**src/hw/debug_unit_pkg.sv**
```systemverilog
/*
  Shared constants and types for the debug break control unit: register
  offsets, reset values, field positions and the packed carriers used on the
  CPU-side and link-side ports.
  Assumes the single-wire debug link decodes its own commands and presents
  byte-wide register requests with a four-bit register offset.
*/
package debug_unit_pkg;

  // Breakpoint address width and the byte registers that hold it.
  localparam int ADDR_BITS = 24;
  localparam int BREAK_COUNT = 2;
  localparam int BYTES_PER_BREAK = 3;

  // Register offsets as seen over the debug link.
  localparam logic [3:0] OFS_BREAK1_UPPER = 4'h0;
  localparam logic [3:0] OFS_BREAK1_MIDDLE = 4'h1;
  localparam logic [3:0] OFS_BREAK1_LOWER = 4'h2;
  localparam logic [3:0] OFS_BREAK2_UPPER = 4'h3;
  localparam logic [3:0] OFS_BREAK2_MIDDLE = 4'h4;
  localparam logic [3:0] OFS_BREAK2_LOWER = 4'h5;
  localparam logic [3:0] OFS_CONTROL = 4'h6;
  localparam logic [3:0] OFS_CONTROL_SECOND = 4'h7;
  localparam logic [3:0] OFS_STATUS = 4'h8;
  localparam logic [3:0] OFS_STALL_CONTROL = 4'h9;

  // Values after reset.
  localparam logic [7:0] BREAK_ADDR_RESET = 8'hFF;
  localparam logic [7:0] CONTROL_RESET = 8'h00;
  localparam logic [7:0] CONTROL_SECOND_RESET = 8'h00;
  localparam logic [7:0] STATUS_RESET = 8'h10;

  // Fields of the control register.
  localparam int EXT_BREAK_ENABLE_BIT = 0;
  localparam int BREAK_ON_WRITE_BIT = 1;
  localparam int BREAK_ON_READ_BIT = 2;
  localparam int BREAK_CONFIG_LSB = 3;
  localparam int BREAK_CONFIG_MSB = 5;
  localparam int WATCHDOG_FREEZE_BIT = 7;

  // Fields of the second control register.
  localparam int VECTOR_IN_RAM_BIT = 0;
  localparam int EXT_ABORT_DISABLE_BIT = 1;

  // Fields of the status register.
  localparam int EXT_BREAK_FLAG_BIT = 0;
  localparam int FIRST_BREAK_FLAG_BIT = 1;
  localparam int SECOND_BREAK_FLAG_BIT = 2;
  localparam int DIRECTION_FLAG_BIT = 3;
  localparam int RESET_FLAG_BIT = 4;
  localparam int STEP_FLAG_BIT = 5;
  localparam int STEP_ENABLE_BIT = 6;

  // Stall bit inside the stall control register.
  localparam int STALL_BIT = 3;

  // Breakpoint configuration bits: enable of each breakpoint, fetch match.
  localparam int CFG_BREAK1_ON_BIT = 0;
  localparam int CFG_BREAK2_ON_BIT = 1;
  localparam int CFG_FETCH_BIT = 2;

  // Vector table base in program memory.
  localparam logic [23:0] VECTOR_ROM_BASE = 24'h008000;

  // CPU run state.
  typedef enum logic {
    CPU_RUNNING = 1'b0,
    CPU_STALLED = 1'b1
  } cpu_state_type;

  // One CPU bus access, as offered for breakpoint comparison.
  typedef struct packed {
    logic [23:0] addr;
    logic fetch;
    logic read;
    logic write;
  } cpu_access_type;

  // One register request from the debug link.
  typedef struct packed {
    logic req;
    logic write;
    logic [3:0] addr;
    logic [7:0] wdata;
  } link_request_type;

endpackage

```
**src/hw/break_address_match.sv**
```systemverilog
/*
  One breakpoint comparator: matches a qualifying CPU access against a
  stored breakpoint address over the full address width.
  Assumes the access fields are stable for the cycle in which they are valid.
*/
`timescale 1ns/1ps

module break_address_match #(
  parameter int ADDR_WIDTH = 24
) (
  // Breakpoint setup.
  input wire logic [ADDR_WIDTH-1:0] break_addr_i,
  input wire logic enable_i,
  input wire logic on_fetch_i,
  input wire logic on_read_i,
  input wire logic on_write_i,
  // Access under test.
  input wire debug_unit_pkg::cpu_access_type access_i,
  // Result.
  output logic hit_o,
  output logic data_read_o
);

  logic addr_equal;
  logic qualified;

  // A hit needs the whole address and a kind of access that is enabled.
  assign addr_equal = (access_i.addr[ADDR_WIDTH-1:0] == break_addr_i);
  assign qualified = (access_i.fetch & on_fetch_i) | (access_i.read & on_read_i)
    | (access_i.write & on_write_i);
  assign hit_o = enable_i & addr_equal & qualified;
  assign data_read_o = access_i.read & on_read_i;

endmodule

```
**src/hw/debug_break_control_unit.sv**
```systemverilog
/*
  Debug break control unit: breakpoint registers, break qualifiers,
  single step, watchdog freeze, vector relocation, external abort gating and
  the break cause flags, reached only through the single-wire debug link.
  Assumes the link block delivers byte register requests synchronous to
  ref_clk_i, and that the CPU honours cpu_stall_o between instructions.
*/
`timescale 1ns/1ps

// Functional notes
// - First breakpoint address, three bytes, reset ones.
// - Second breakpoint address, three bytes, reset ones.
// - External break enable gates external break sources.
// - Break on write enables data write breaks.
// - Break on read enables data read breaks.
// - Three-bit breakpoint configuration field, bits 5-3.
// - Watchdog freeze halts watchdog while stalled.
// - Vector table from RAM or 8000h.
// - Abort disable ignores the external abort source.
// - External break flag, cleared with stall.
// - First breakpoint flag, cleared with stall.
// - Second breakpoint flag, cleared on monitor exit.
// - Direction flag captures read or write.
// - Reset flag set by reset, status 0x10.
// - Step flag, cleared with stall.
// - Step enable breaks after each instruction.
// - Writes to flags are ignored.
// - Registers reachable only over the debug link.
// - Stall bit halts CPU; clearing exits monitor.
module debug_break_control_unit #(
  parameter int ADDR_WIDTH = 24,
  parameter logic [23:0] VECTOR_RAM_BASE = 24'h000000
) (
  // Clock, reset and clock enable.
  input wire logic ref_clk_i,
  input wire logic rst_i,
  input wire logic ce_i,
  // Register requests from the debug link.
  input wire debug_unit_pkg::link_request_type link_req_i,
  input wire logic link_active_i,
  output logic [7:0] link_rdata_o,
  output logic link_ack_o,
  // CPU activity.
  input wire debug_unit_pkg::cpu_access_type cpu_access_i,
  input wire logic cpu_access_valid_i,
  input wire logic instr_done_i,
  // Product-specific sources and options.
  input wire logic ext_break_i,
  input wire logic ext_abort_i,
  input wire logic hw_watchdog_option_i,
  // Controls toward the core.
  output logic cpu_stall_o,
  output logic watchdog_freeze_o,
  output logic [23:0] vector_base_o,
  output logic [2:0] breakpoint_config_o
);

  // The breakpoint bytes sit in a 24-bit field; narrower buses compare only its low ADDR_WIDTH bits.
  generate
    if (ADDR_WIDTH < 1 || ADDR_WIDTH > debug_unit_pkg::ADDR_BITS) begin : g_bad_width
      $error("ADDR_WIDTH must lie between 1 and 24");
    end
  endgenerate

  // The read multiplexer and the cause flags are written out for exactly two
  // breakpoints, so any other count in the package is refused here.
  generate
    if (debug_unit_pkg::BREAK_COUNT != 2) begin : g_bad_count
      $error("BREAK_COUNT must be 2");
    end
  endgenerate

  // Register state.
  logic [debug_unit_pkg::BREAK_COUNT-1:0][23:0] break_addr;
  logic [7:0] control;
  logic [7:0] control_second;
  logic step_enable;
  logic ext_break_flag;
  logic first_break_flag;
  logic second_break_flag;
  logic direction_flag;
  logic reset_flag;
  logic step_flag;
  debug_unit_pkg::cpu_state_type cpu_state;
  logic after_reset;

  // Decoded request strobes.
  logic wr_req;
  logic wr_control;
  logic wr_control_second;
  logic wr_status;
  logic wr_stall;
  logic [7:0] wdata;

  assign wr_req = link_req_i.req & link_req_i.write;
  assign wdata = link_req_i.wdata;
  assign wr_control = wr_req & (link_req_i.addr == debug_unit_pkg::OFS_CONTROL);
  assign wr_control_second = wr_req
    & (link_req_i.addr == debug_unit_pkg::OFS_CONTROL_SECOND);
  assign wr_status = wr_req & (link_req_i.addr == debug_unit_pkg::OFS_STATUS);
  assign wr_stall = wr_req & (link_req_i.addr == debug_unit_pkg::OFS_STALL_CONTROL);

  // Named control fields.
  logic ext_break_enable;
  logic break_on_write_enable;
  logic break_on_read_enable;
  logic [2:0] breakpoint_config;
  logic watchdog_freeze;
  logic vector_table_in_ram;
  logic external_abort_disable;

  assign ext_break_enable = control[debug_unit_pkg::EXT_BREAK_ENABLE_BIT];
  assign break_on_write_enable = control[debug_unit_pkg::BREAK_ON_WRITE_BIT];
  assign break_on_read_enable = control[debug_unit_pkg::BREAK_ON_READ_BIT];
  assign breakpoint_config =
    control[debug_unit_pkg::BREAK_CONFIG_MSB:debug_unit_pkg::BREAK_CONFIG_LSB];
  assign watchdog_freeze = control[debug_unit_pkg::WATCHDOG_FREEZE_BIT];
  assign vector_table_in_ram = control_second[debug_unit_pkg::VECTOR_IN_RAM_BIT];
  assign external_abort_disable = control_second[debug_unit_pkg::EXT_ABORT_DISABLE_BIT];

  // Breakpoint byte registers, one generate loop over breakpoints and bytes.
  // The upper byte of each address sits at the lowest offset of its group.
  // Writes land byte by byte, so the host may see a half-updated address.
  genvar bp;
  genvar bt;
  generate
    for (bp = 0; bp < debug_unit_pkg::BREAK_COUNT; bp++) begin : g_break
      for (bt = 0; bt < debug_unit_pkg::BYTES_PER_BREAK; bt++) begin : g_byte
        localparam logic [3:0] OFS = 4'(bp * debug_unit_pkg::BYTES_PER_BREAK + bt);
        localparam int LSB = 8 * (debug_unit_pkg::BYTES_PER_BREAK - 1 - bt);
        logic wr_byte;
        assign wr_byte = wr_req & (link_req_i.addr == OFS);
        always_ff @(posedge ref_clk_i or posedge rst_i) begin
          if (rst_i) begin
            break_addr[bp][LSB+:8] <= debug_unit_pkg::BREAK_ADDR_RESET;
          end else if (ce_i && wr_byte) begin
            break_addr[bp][LSB+:8] <= wdata;
          end
        end
      end
    end
  endgenerate

  // Breakpoint comparators; configuration bits pick which ones are armed and
  // whether instruction fetches qualify.
  logic [debug_unit_pkg::BREAK_COUNT-1:0] break_hit;
  logic [debug_unit_pkg::BREAK_COUNT-1:0] break_read;

  generate
    for (bp = 0; bp < debug_unit_pkg::BREAK_COUNT; bp++) begin : g_match
      break_address_match #(
        .ADDR_WIDTH(ADDR_WIDTH)
      ) u_match (
        .break_addr_i(break_addr[bp][ADDR_WIDTH-1:0]),
        .enable_i(cpu_access_valid_i & breakpoint_config[bp]),
        .on_fetch_i(breakpoint_config[debug_unit_pkg::CFG_FETCH_BIT]),
        .on_read_i(break_on_read_enable),
        .on_write_i(break_on_write_enable),
        .access_i(cpu_access_i),
        .hit_o(break_hit[bp]),
        .data_read_o(break_read[bp])
      );
    end
  endgenerate

  // Direction of the hitting data access. Only a comparator that hit and was
  // qualified by a read reports a read, so a write hit always records zero.
  logic read_hit;
  assign read_hit = |(break_hit & break_read);

  // Break events; none is taken while the CPU is already stalled.
  logic running;
  logic ext_break_event;
  logic first_break_event;
  logic second_break_event;
  logic step_event;
  logic abort_event;
  logic data_break;
  logic any_break;

  assign running = (cpu_state == debug_unit_pkg::CPU_RUNNING);
  assign ext_break_event = running & link_active_i & ext_break_enable & ext_break_i;
  assign first_break_event = running & link_active_i & break_hit[0];
  assign second_break_event = running & link_active_i & break_hit[1];
  assign step_event = running & link_active_i & step_enable & instr_done_i;
  assign abort_event = running & link_active_i & ~external_abort_disable & ext_abort_i;
  assign data_break = (first_break_event | second_break_event)
    & (cpu_access_i.read | cpu_access_i.write) & ~cpu_access_i.fetch;
  assign any_break = ext_break_event | first_break_event | second_break_event
    | step_event | abort_event;

  // Stall control. A write of zero is the monitor exit and clears every flag except the direction flag.
  // Dropping the link forces the CPU to run, so a lost host cannot leave it
  // stalled for ever.
  logic monitor_exit;
  logic stall_set;
  debug_unit_pkg::cpu_state_type next_cpu_state;

  assign monitor_exit = wr_stall & ~wdata[debug_unit_pkg::STALL_BIT]
    & (cpu_state == debug_unit_pkg::CPU_STALLED);
  assign stall_set = any_break | (wr_stall & wdata[debug_unit_pkg::STALL_BIT])
    | (after_reset & link_active_i);

  always_comb begin
    next_cpu_state = cpu_state;
    if (!link_active_i) begin
      next_cpu_state = debug_unit_pkg::CPU_RUNNING;
    end else if (stall_set) begin
      next_cpu_state = debug_unit_pkg::CPU_STALLED;
    end else if (monitor_exit) begin
      next_cpu_state = debug_unit_pkg::CPU_RUNNING;
    end
  end

  // The reset state is caught one clock after release, not from the port.
  // Sampling the link at that first edge stalls the CPU right after reset,
  // which the reset flag then reports to the host.
  always_ff @(posedge ref_clk_i or posedge rst_i) begin
    if (rst_i) begin
      cpu_state <= debug_unit_pkg::CPU_RUNNING;
      after_reset <= 1'b1;
    end else if (ce_i) begin
      cpu_state <= next_cpu_state;
      after_reset <= 1'b0;
    end
  end

  // Control registers; reserved bits are never stored and read as zero.
  // Masking on write keeps the read-back clean even when a host forgets the
  // reserved bits.
  always_ff @(posedge ref_clk_i or posedge rst_i) begin
    if (rst_i) begin
      control <= debug_unit_pkg::CONTROL_RESET;
      control_second <= debug_unit_pkg::CONTROL_SECOND_RESET;
      step_enable <= debug_unit_pkg::STATUS_RESET[debug_unit_pkg::STEP_ENABLE_BIT];
    end else if (ce_i) begin
      if (wr_control) begin
        control <= wdata & 8'hBF;
      end
      if (wr_control_second) begin
        control_second <= wdata & 8'h03;
      end
      if (wr_status) begin
        step_enable <= wdata[debug_unit_pkg::STEP_ENABLE_BIT];
      end
    end
  end

  // Cause flags. Writes never reach them; a set in the clearing cycle wins.
  // Events are refused while stalled and the exit needs a stall, so the two
  // cannot meet in one cycle today; the order only matters if that changes.
  always_ff @(posedge ref_clk_i or posedge rst_i) begin
    if (rst_i) begin
      ext_break_flag <= 1'b0;
      first_break_flag <= 1'b0;
      second_break_flag <= 1'b0;
      direction_flag <= 1'b0;
      reset_flag <= 1'b1;
      step_flag <= 1'b0;
    end else if (ce_i) begin
      ext_break_flag <= ext_break_event | (ext_break_flag & ~monitor_exit);
      first_break_flag <= first_break_event | (first_break_flag & ~monitor_exit);
      second_break_flag <= second_break_event | (second_break_flag & ~monitor_exit);
      reset_flag <= reset_flag & ~monitor_exit;
      step_flag <= step_event | (step_flag & ~monitor_exit);
      if (data_break) begin
        direction_flag <= read_hit;
      end
    end
  end

  // Status byte assembled from the flags.
  logic [7:0] status;
  always_comb begin
    status = 8'h00;
    status[debug_unit_pkg::EXT_BREAK_FLAG_BIT] = ext_break_flag;
    status[debug_unit_pkg::FIRST_BREAK_FLAG_BIT] = first_break_flag;
    status[debug_unit_pkg::SECOND_BREAK_FLAG_BIT] = second_break_flag;
    status[debug_unit_pkg::DIRECTION_FLAG_BIT] = direction_flag;
    status[debug_unit_pkg::RESET_FLAG_BIT] = reset_flag;
    status[debug_unit_pkg::STEP_FLAG_BIT] = step_flag;
    status[debug_unit_pkg::STEP_ENABLE_BIT] = step_enable;
  end

  // Read multiplexer; unmapped offsets read zero.
  logic [7:0] read_value;
  always_comb begin
    case (link_req_i.addr)
      debug_unit_pkg::OFS_BREAK1_UPPER: read_value = break_addr[0][23:16];
      debug_unit_pkg::OFS_BREAK1_MIDDLE: read_value = break_addr[0][15:8];
      debug_unit_pkg::OFS_BREAK1_LOWER: read_value = break_addr[0][7:0];
      debug_unit_pkg::OFS_BREAK2_UPPER: read_value = break_addr[1][23:16];
      debug_unit_pkg::OFS_BREAK2_MIDDLE: read_value = break_addr[1][15:8];
      debug_unit_pkg::OFS_BREAK2_LOWER: read_value = break_addr[1][7:0];
      debug_unit_pkg::OFS_CONTROL: read_value = control;
      debug_unit_pkg::OFS_CONTROL_SECOND: read_value = control_second;
      debug_unit_pkg::OFS_STATUS: read_value = status;
      debug_unit_pkg::OFS_STALL_CONTROL: read_value = {4'h0, cpu_state, 3'h0};
      default: read_value = 8'h00;
    endcase
  end

  // Link answer: one-cycle acknowledge with registered read data.
  // Read data load only on reads, so a write in between never disturbs the
  // byte that the host fetched last.
  always_ff @(posedge ref_clk_i or posedge rst_i) begin
    if (rst_i) begin
      link_ack_o <= 1'b0;
      link_rdata_o <= 8'h00;
    end else if (ce_i) begin
      link_ack_o <= link_req_i.req;
      if (link_req_i.req && !link_req_i.write) begin
        link_rdata_o <= read_value;
      end
    end
  end

  // Core-facing outputs, registered. The watchdog freeze follows the stall
  // and is void when the hardware watchdog option is fixed on.
  // Registering them costs a cycle of latency but keeps decode glitches away
  // from the core.
  logic next_watchdog_freeze;
  logic [23:0] next_vector_base;

  assign next_watchdog_freeze = watchdog_freeze & ~hw_watchdog_option_i
    & (next_cpu_state == debug_unit_pkg::CPU_STALLED);
  assign next_vector_base = vector_table_in_ram ? VECTOR_RAM_BASE
    : debug_unit_pkg::VECTOR_ROM_BASE;

  always_ff @(posedge ref_clk_i or posedge rst_i) begin
    if (rst_i) begin
      cpu_stall_o <= 1'b0;
      watchdog_freeze_o <= 1'b0;
      vector_base_o <= debug_unit_pkg::VECTOR_ROM_BASE;
      breakpoint_config_o <= 3'h0;
    end else if (ce_i) begin
      cpu_stall_o <= (next_cpu_state == debug_unit_pkg::CPU_STALLED);
      watchdog_freeze_o <= next_watchdog_freeze;
      vector_base_o <= next_vector_base;
      breakpoint_config_o <= breakpoint_config;
    end
  end

endmodule

```
**config.mk**
```make
export PLATFORM = sky130hd
export DESIGN_NAME = debug_break_control_unit
export DESIGN_NICKNAME = d
export VERILOG_FILES = /design/src/hw/debug_unit_pkg.sv /design/src/hw/break_address_match.sv /design/src/hw/debug_break_control_unit.sv
export SDC_FILE = /design/constraint.sdc
export NUM_CORES = 1
export LEC_CHECK = 0
export BUFFER_PORTS_ARGS = -buffer_cell sky130_fd_sc_hd__buf_2
export CAP_MARGIN = 30
export CORE_ASPECT_RATIO = 0.75
export CORE_UTILIZATION = 45
export DETAILED_ROUTE_END_ITERATION = 6
export MAX_ROUTING_LAYER = met4
export PLACE_DENSITY_LB_ADDON = 0.05
export SLEW_MARGIN = 0
export SYNTH_ARGS = -nofsm -noshare
export SYNTH_HDL_FRONTEND = slang
export SYNTH_SLANG_ARGS = --single-unit
```
**constraint.sdc**
```tcl
create_clock -name ref_clk_i -period 2.3 [get_ports ref_clk_i]
set_input_delay 0.46 -clock ref_clk_i [delete_from_list [all_inputs] [get_ports ref_clk_i]]
set_output_delay 0.46 -clock ref_clk_i [all_outputs]
set_load 0.05 [all_outputs]
```
==> flow_metrics.tcl <==
set metrics [dict create \
    status "completed" \
    ys.flop_type "dfstp_2" \
    path_clk_slew_ns 0.06 \
    viasPerCell 5.47 \
    rsz0062_at_grt "false" \
    cp_slowest_cell "dfstp_2" \
    first_pass_iters 6 \
    clkPwrFrac_pct 33.4 \
    ir_drop_mv 0.515 \
    slew_headroom_pct 58.6 \
    synth_top_area_share_pct 29.7 \
    start_util_pct 46.5 \
    core_area_mm2 0.00970 \
    crit_chain "xor2_1 -> nor4_2 -> nand3_1 -> nor4_4 -> nor2_1 -> o31ai_2" \
    min_period_ns 2.11 \
    worstSetupPathType "flip-flop to flip-flop" \
    internal_power_w 0.00284 \
    die_y_um 88.7 \
    ys_seq_area_share_pct 45.8 \
    comb_power_share_pct 21.6 \
    ant_nets 0 \
    pre_cts_ws_ns -0.0429 \
    hold_viol 0 \
    final_core_util_pct 55.7 \
    crit_family "simple AND/OR/NAND/NOR gates" \
    cp.depth 6 \
    syn_area_per_cell_um2 11.5 \
    cap_violations 0 \
    cp_max_fo 3 \
    synthTopCellsByCount "mux2_2 (68), dfstp_2 (51), xor2_1 (30), dfrtp_1 (29), buf_4 (23)" \
    die_w_um 118 \
    end_kind "flip-flop" \
    cts_buffers 9 \
    dp.final_hpwl_um 9910 \
    seqPwrFrac_pct 45.1 \
    tightest_slew_ns 0.618 \
    syn2layout_area_growth_pct 19.7 \
    critical-path-max-stage-delay_ns 0.55 \
    synth_most_common_cell "mux2_2" \
    wl_um 12900 \
    routed-via-count 3370 \
    final_layout_size_suffix_gt1_share_pct 49.8 \
    yosysWarningCount 0 \
    rows 31 \
    clk_latency_ns 0.35 \
    crit_buf_inv 0 \
    fin_nets 529 \
    grt_pass1_wl_um 20100 \
    cts_tree "built" \
    avgRoutedWirePerCell_um 21.0 \
    synth_area_mm2 0.00451 \
    ctsLongestPathBuffers 2 \
    yosys-top-cells-area "dfstp_2 (30%), mux2_2 (17%), dfrtp_1 (16%)" \
    drv_slew 0 \
    final-setup-viol-count 0 \
    cp-start-kind "flip-flop" \
    synth.distinct_cells 53 \
    total_power_w 0.00416 \
    grt_antenna_before_repair 0 \
    reg2reg_depth 6 \
    grt_pass1_vias 3321 \
    synthCells 391 \
    power_density_mw_per_mm2 771 \
    gp_congestion 0.910 \
    cp.required_ns 2.56 \
    worst_clock_skew_ns 0.00656 \
    synth_top_area_cell "dfstp_2" \
    cts_sinks 80 \
    fin_crit_sh_pct 91.6 \
    dieArea_mm2 0.0104 \
    p_sw_w 0.00131 \
    htree_levels 3 \
    synth_edf_count 0 \
    netSwitchingFraction_pct 31.6 \
    timing.fmax_ghz 0.475 \
    drcViolationCount 0 \
    arrival_ns 2.36 \
    drtIter0Drc 256 \
    leakage_nw 2.39 \
    io_pins 88 \
    grt_max_degree 36 \
    io_buffers 64 \
    grt_usage_pct 27.6 \
    async_flop_share_pct 100 \
    hold_class "input port to asynchronous set/reset pin" \
    cts_setup_buffers 0 \
    cts-root-buf "clkbuf_16" \
    ys_ff_latch 80 \
    antenna_cells 0 \
    overflow 0 \
    finalWorstSetupSlack_ns 0.194 \
]
[worst reg2reg max path: cells and delay by family (launching register included)]
kind / cells / cell delay, ns
flops: 1 / 0.55
xor+xnor: 1 / 0.14
simple gates: 4 / 1.13
compound gates: 1 / 0.19
[cell type report]
cell class | count | area (um2)
sequential | 80 | 2070
clock buffer | 12 | 258
clock inverter | 4 | 26.3
fill | 898 | 4300
timing repair buffer | 89 | 546
multi-input combinational | 293 | 2310
tap | 132 | 165
inverter | 6 | 26.3
[path summary, 6_finish.rpt]
path	slack (ns)	endpoint	startpoint
worst max register to register	0.19	cpu_state	break_addr[27]
min in group ref_clk_i	0.39	cpu_state	link_active_i
worst max-delay path	0.19	cpu_state	break_addr[27]
worst min-delay path	0.18	direction_flag	rst_i
worst min register to register	0.46	vector_base_o[15]	control_second[0]
max in group asynchronous	1.49	break_addr[15]	rst_i
[per-layer routing]
| layer | track usage [%] | up-vias | wire length, um |
|---|---|---|---|
| met5 | - | - | 0 |
| met3 | 5.54 | 13 | 789 |
| met4 | 6.99 | 0 | 134 |
| met1 | 38.9 | 1688 | 6280 |
| li1 | - | 1546 | - |
| met2 | 40.6 | 123 | 5700 |
[power by group through the flow]
stage / clock network, W / logic, W / registers (W)
after floorplan: 0 / 0.000564 / 0.00192
after global placement: 0 / 0.000875 / 0.00189
after detailed placement: 0 / 0.000884 / 0.00189
after CTS: 0.00141 / 0.000889 / 0.00187
after global routing: 0.00146 / 0.000964 / 0.00190
final: 0.00139 / 0.000897 / 0.00187
[cells in the final DEF, fill, tap and decap left out, drive strengths merged, types with 6 or more instances in the layout]
cell,instances
buf,89
mux2,68
dfstp,51
xor2,30
dfrtp,29
conb,23
nor2,20
nand2,19
xnor2,18
o21ai,15
clkbuf,12
a21oi,10
nor4,10
mux2i,9
nand4,7
nand3,6
a22oi,6
nor2b,6
nor3,6
[through the flow]
step	hold WS (ns)	TNS [ns]	cells	cell area, um2
finish	0.175	0	616	5400
floorplan	0.400	0	413	4590
global route	0.205	0	616	5400
global placement	0.445	-0.103	600	5080
detailed placement	0.448	-0.0908	600	5080
CTS	0.182	0	616	5370
[flip-flops by register name, indices dropped and copies added, names as in the netlist, 2 cells and up]
signal	flops
break_addr	48
link_rdata_o	8
control	7
breakpoint_config_o	3
control_second	2
[cell families after synthesis]
logic type | Yosys count | share of synthesized area (%)
simple gates | 88 | 10.7
mux | 80 | 20.5
flops | 80 | 45.8
compound gates | 54 | 8.11
xor+xnor | 48 | 9.33
buf+inv | 40 | 5.41
other cells | 1 | 0.0832
[repair_timing]
action | in CTS | in global routing
gates resized for setup | 0 | 4
endpoints found under the setup margin | 0 | 3
hold buffers | 0 | 0
(Power assumes the default switching activity.)
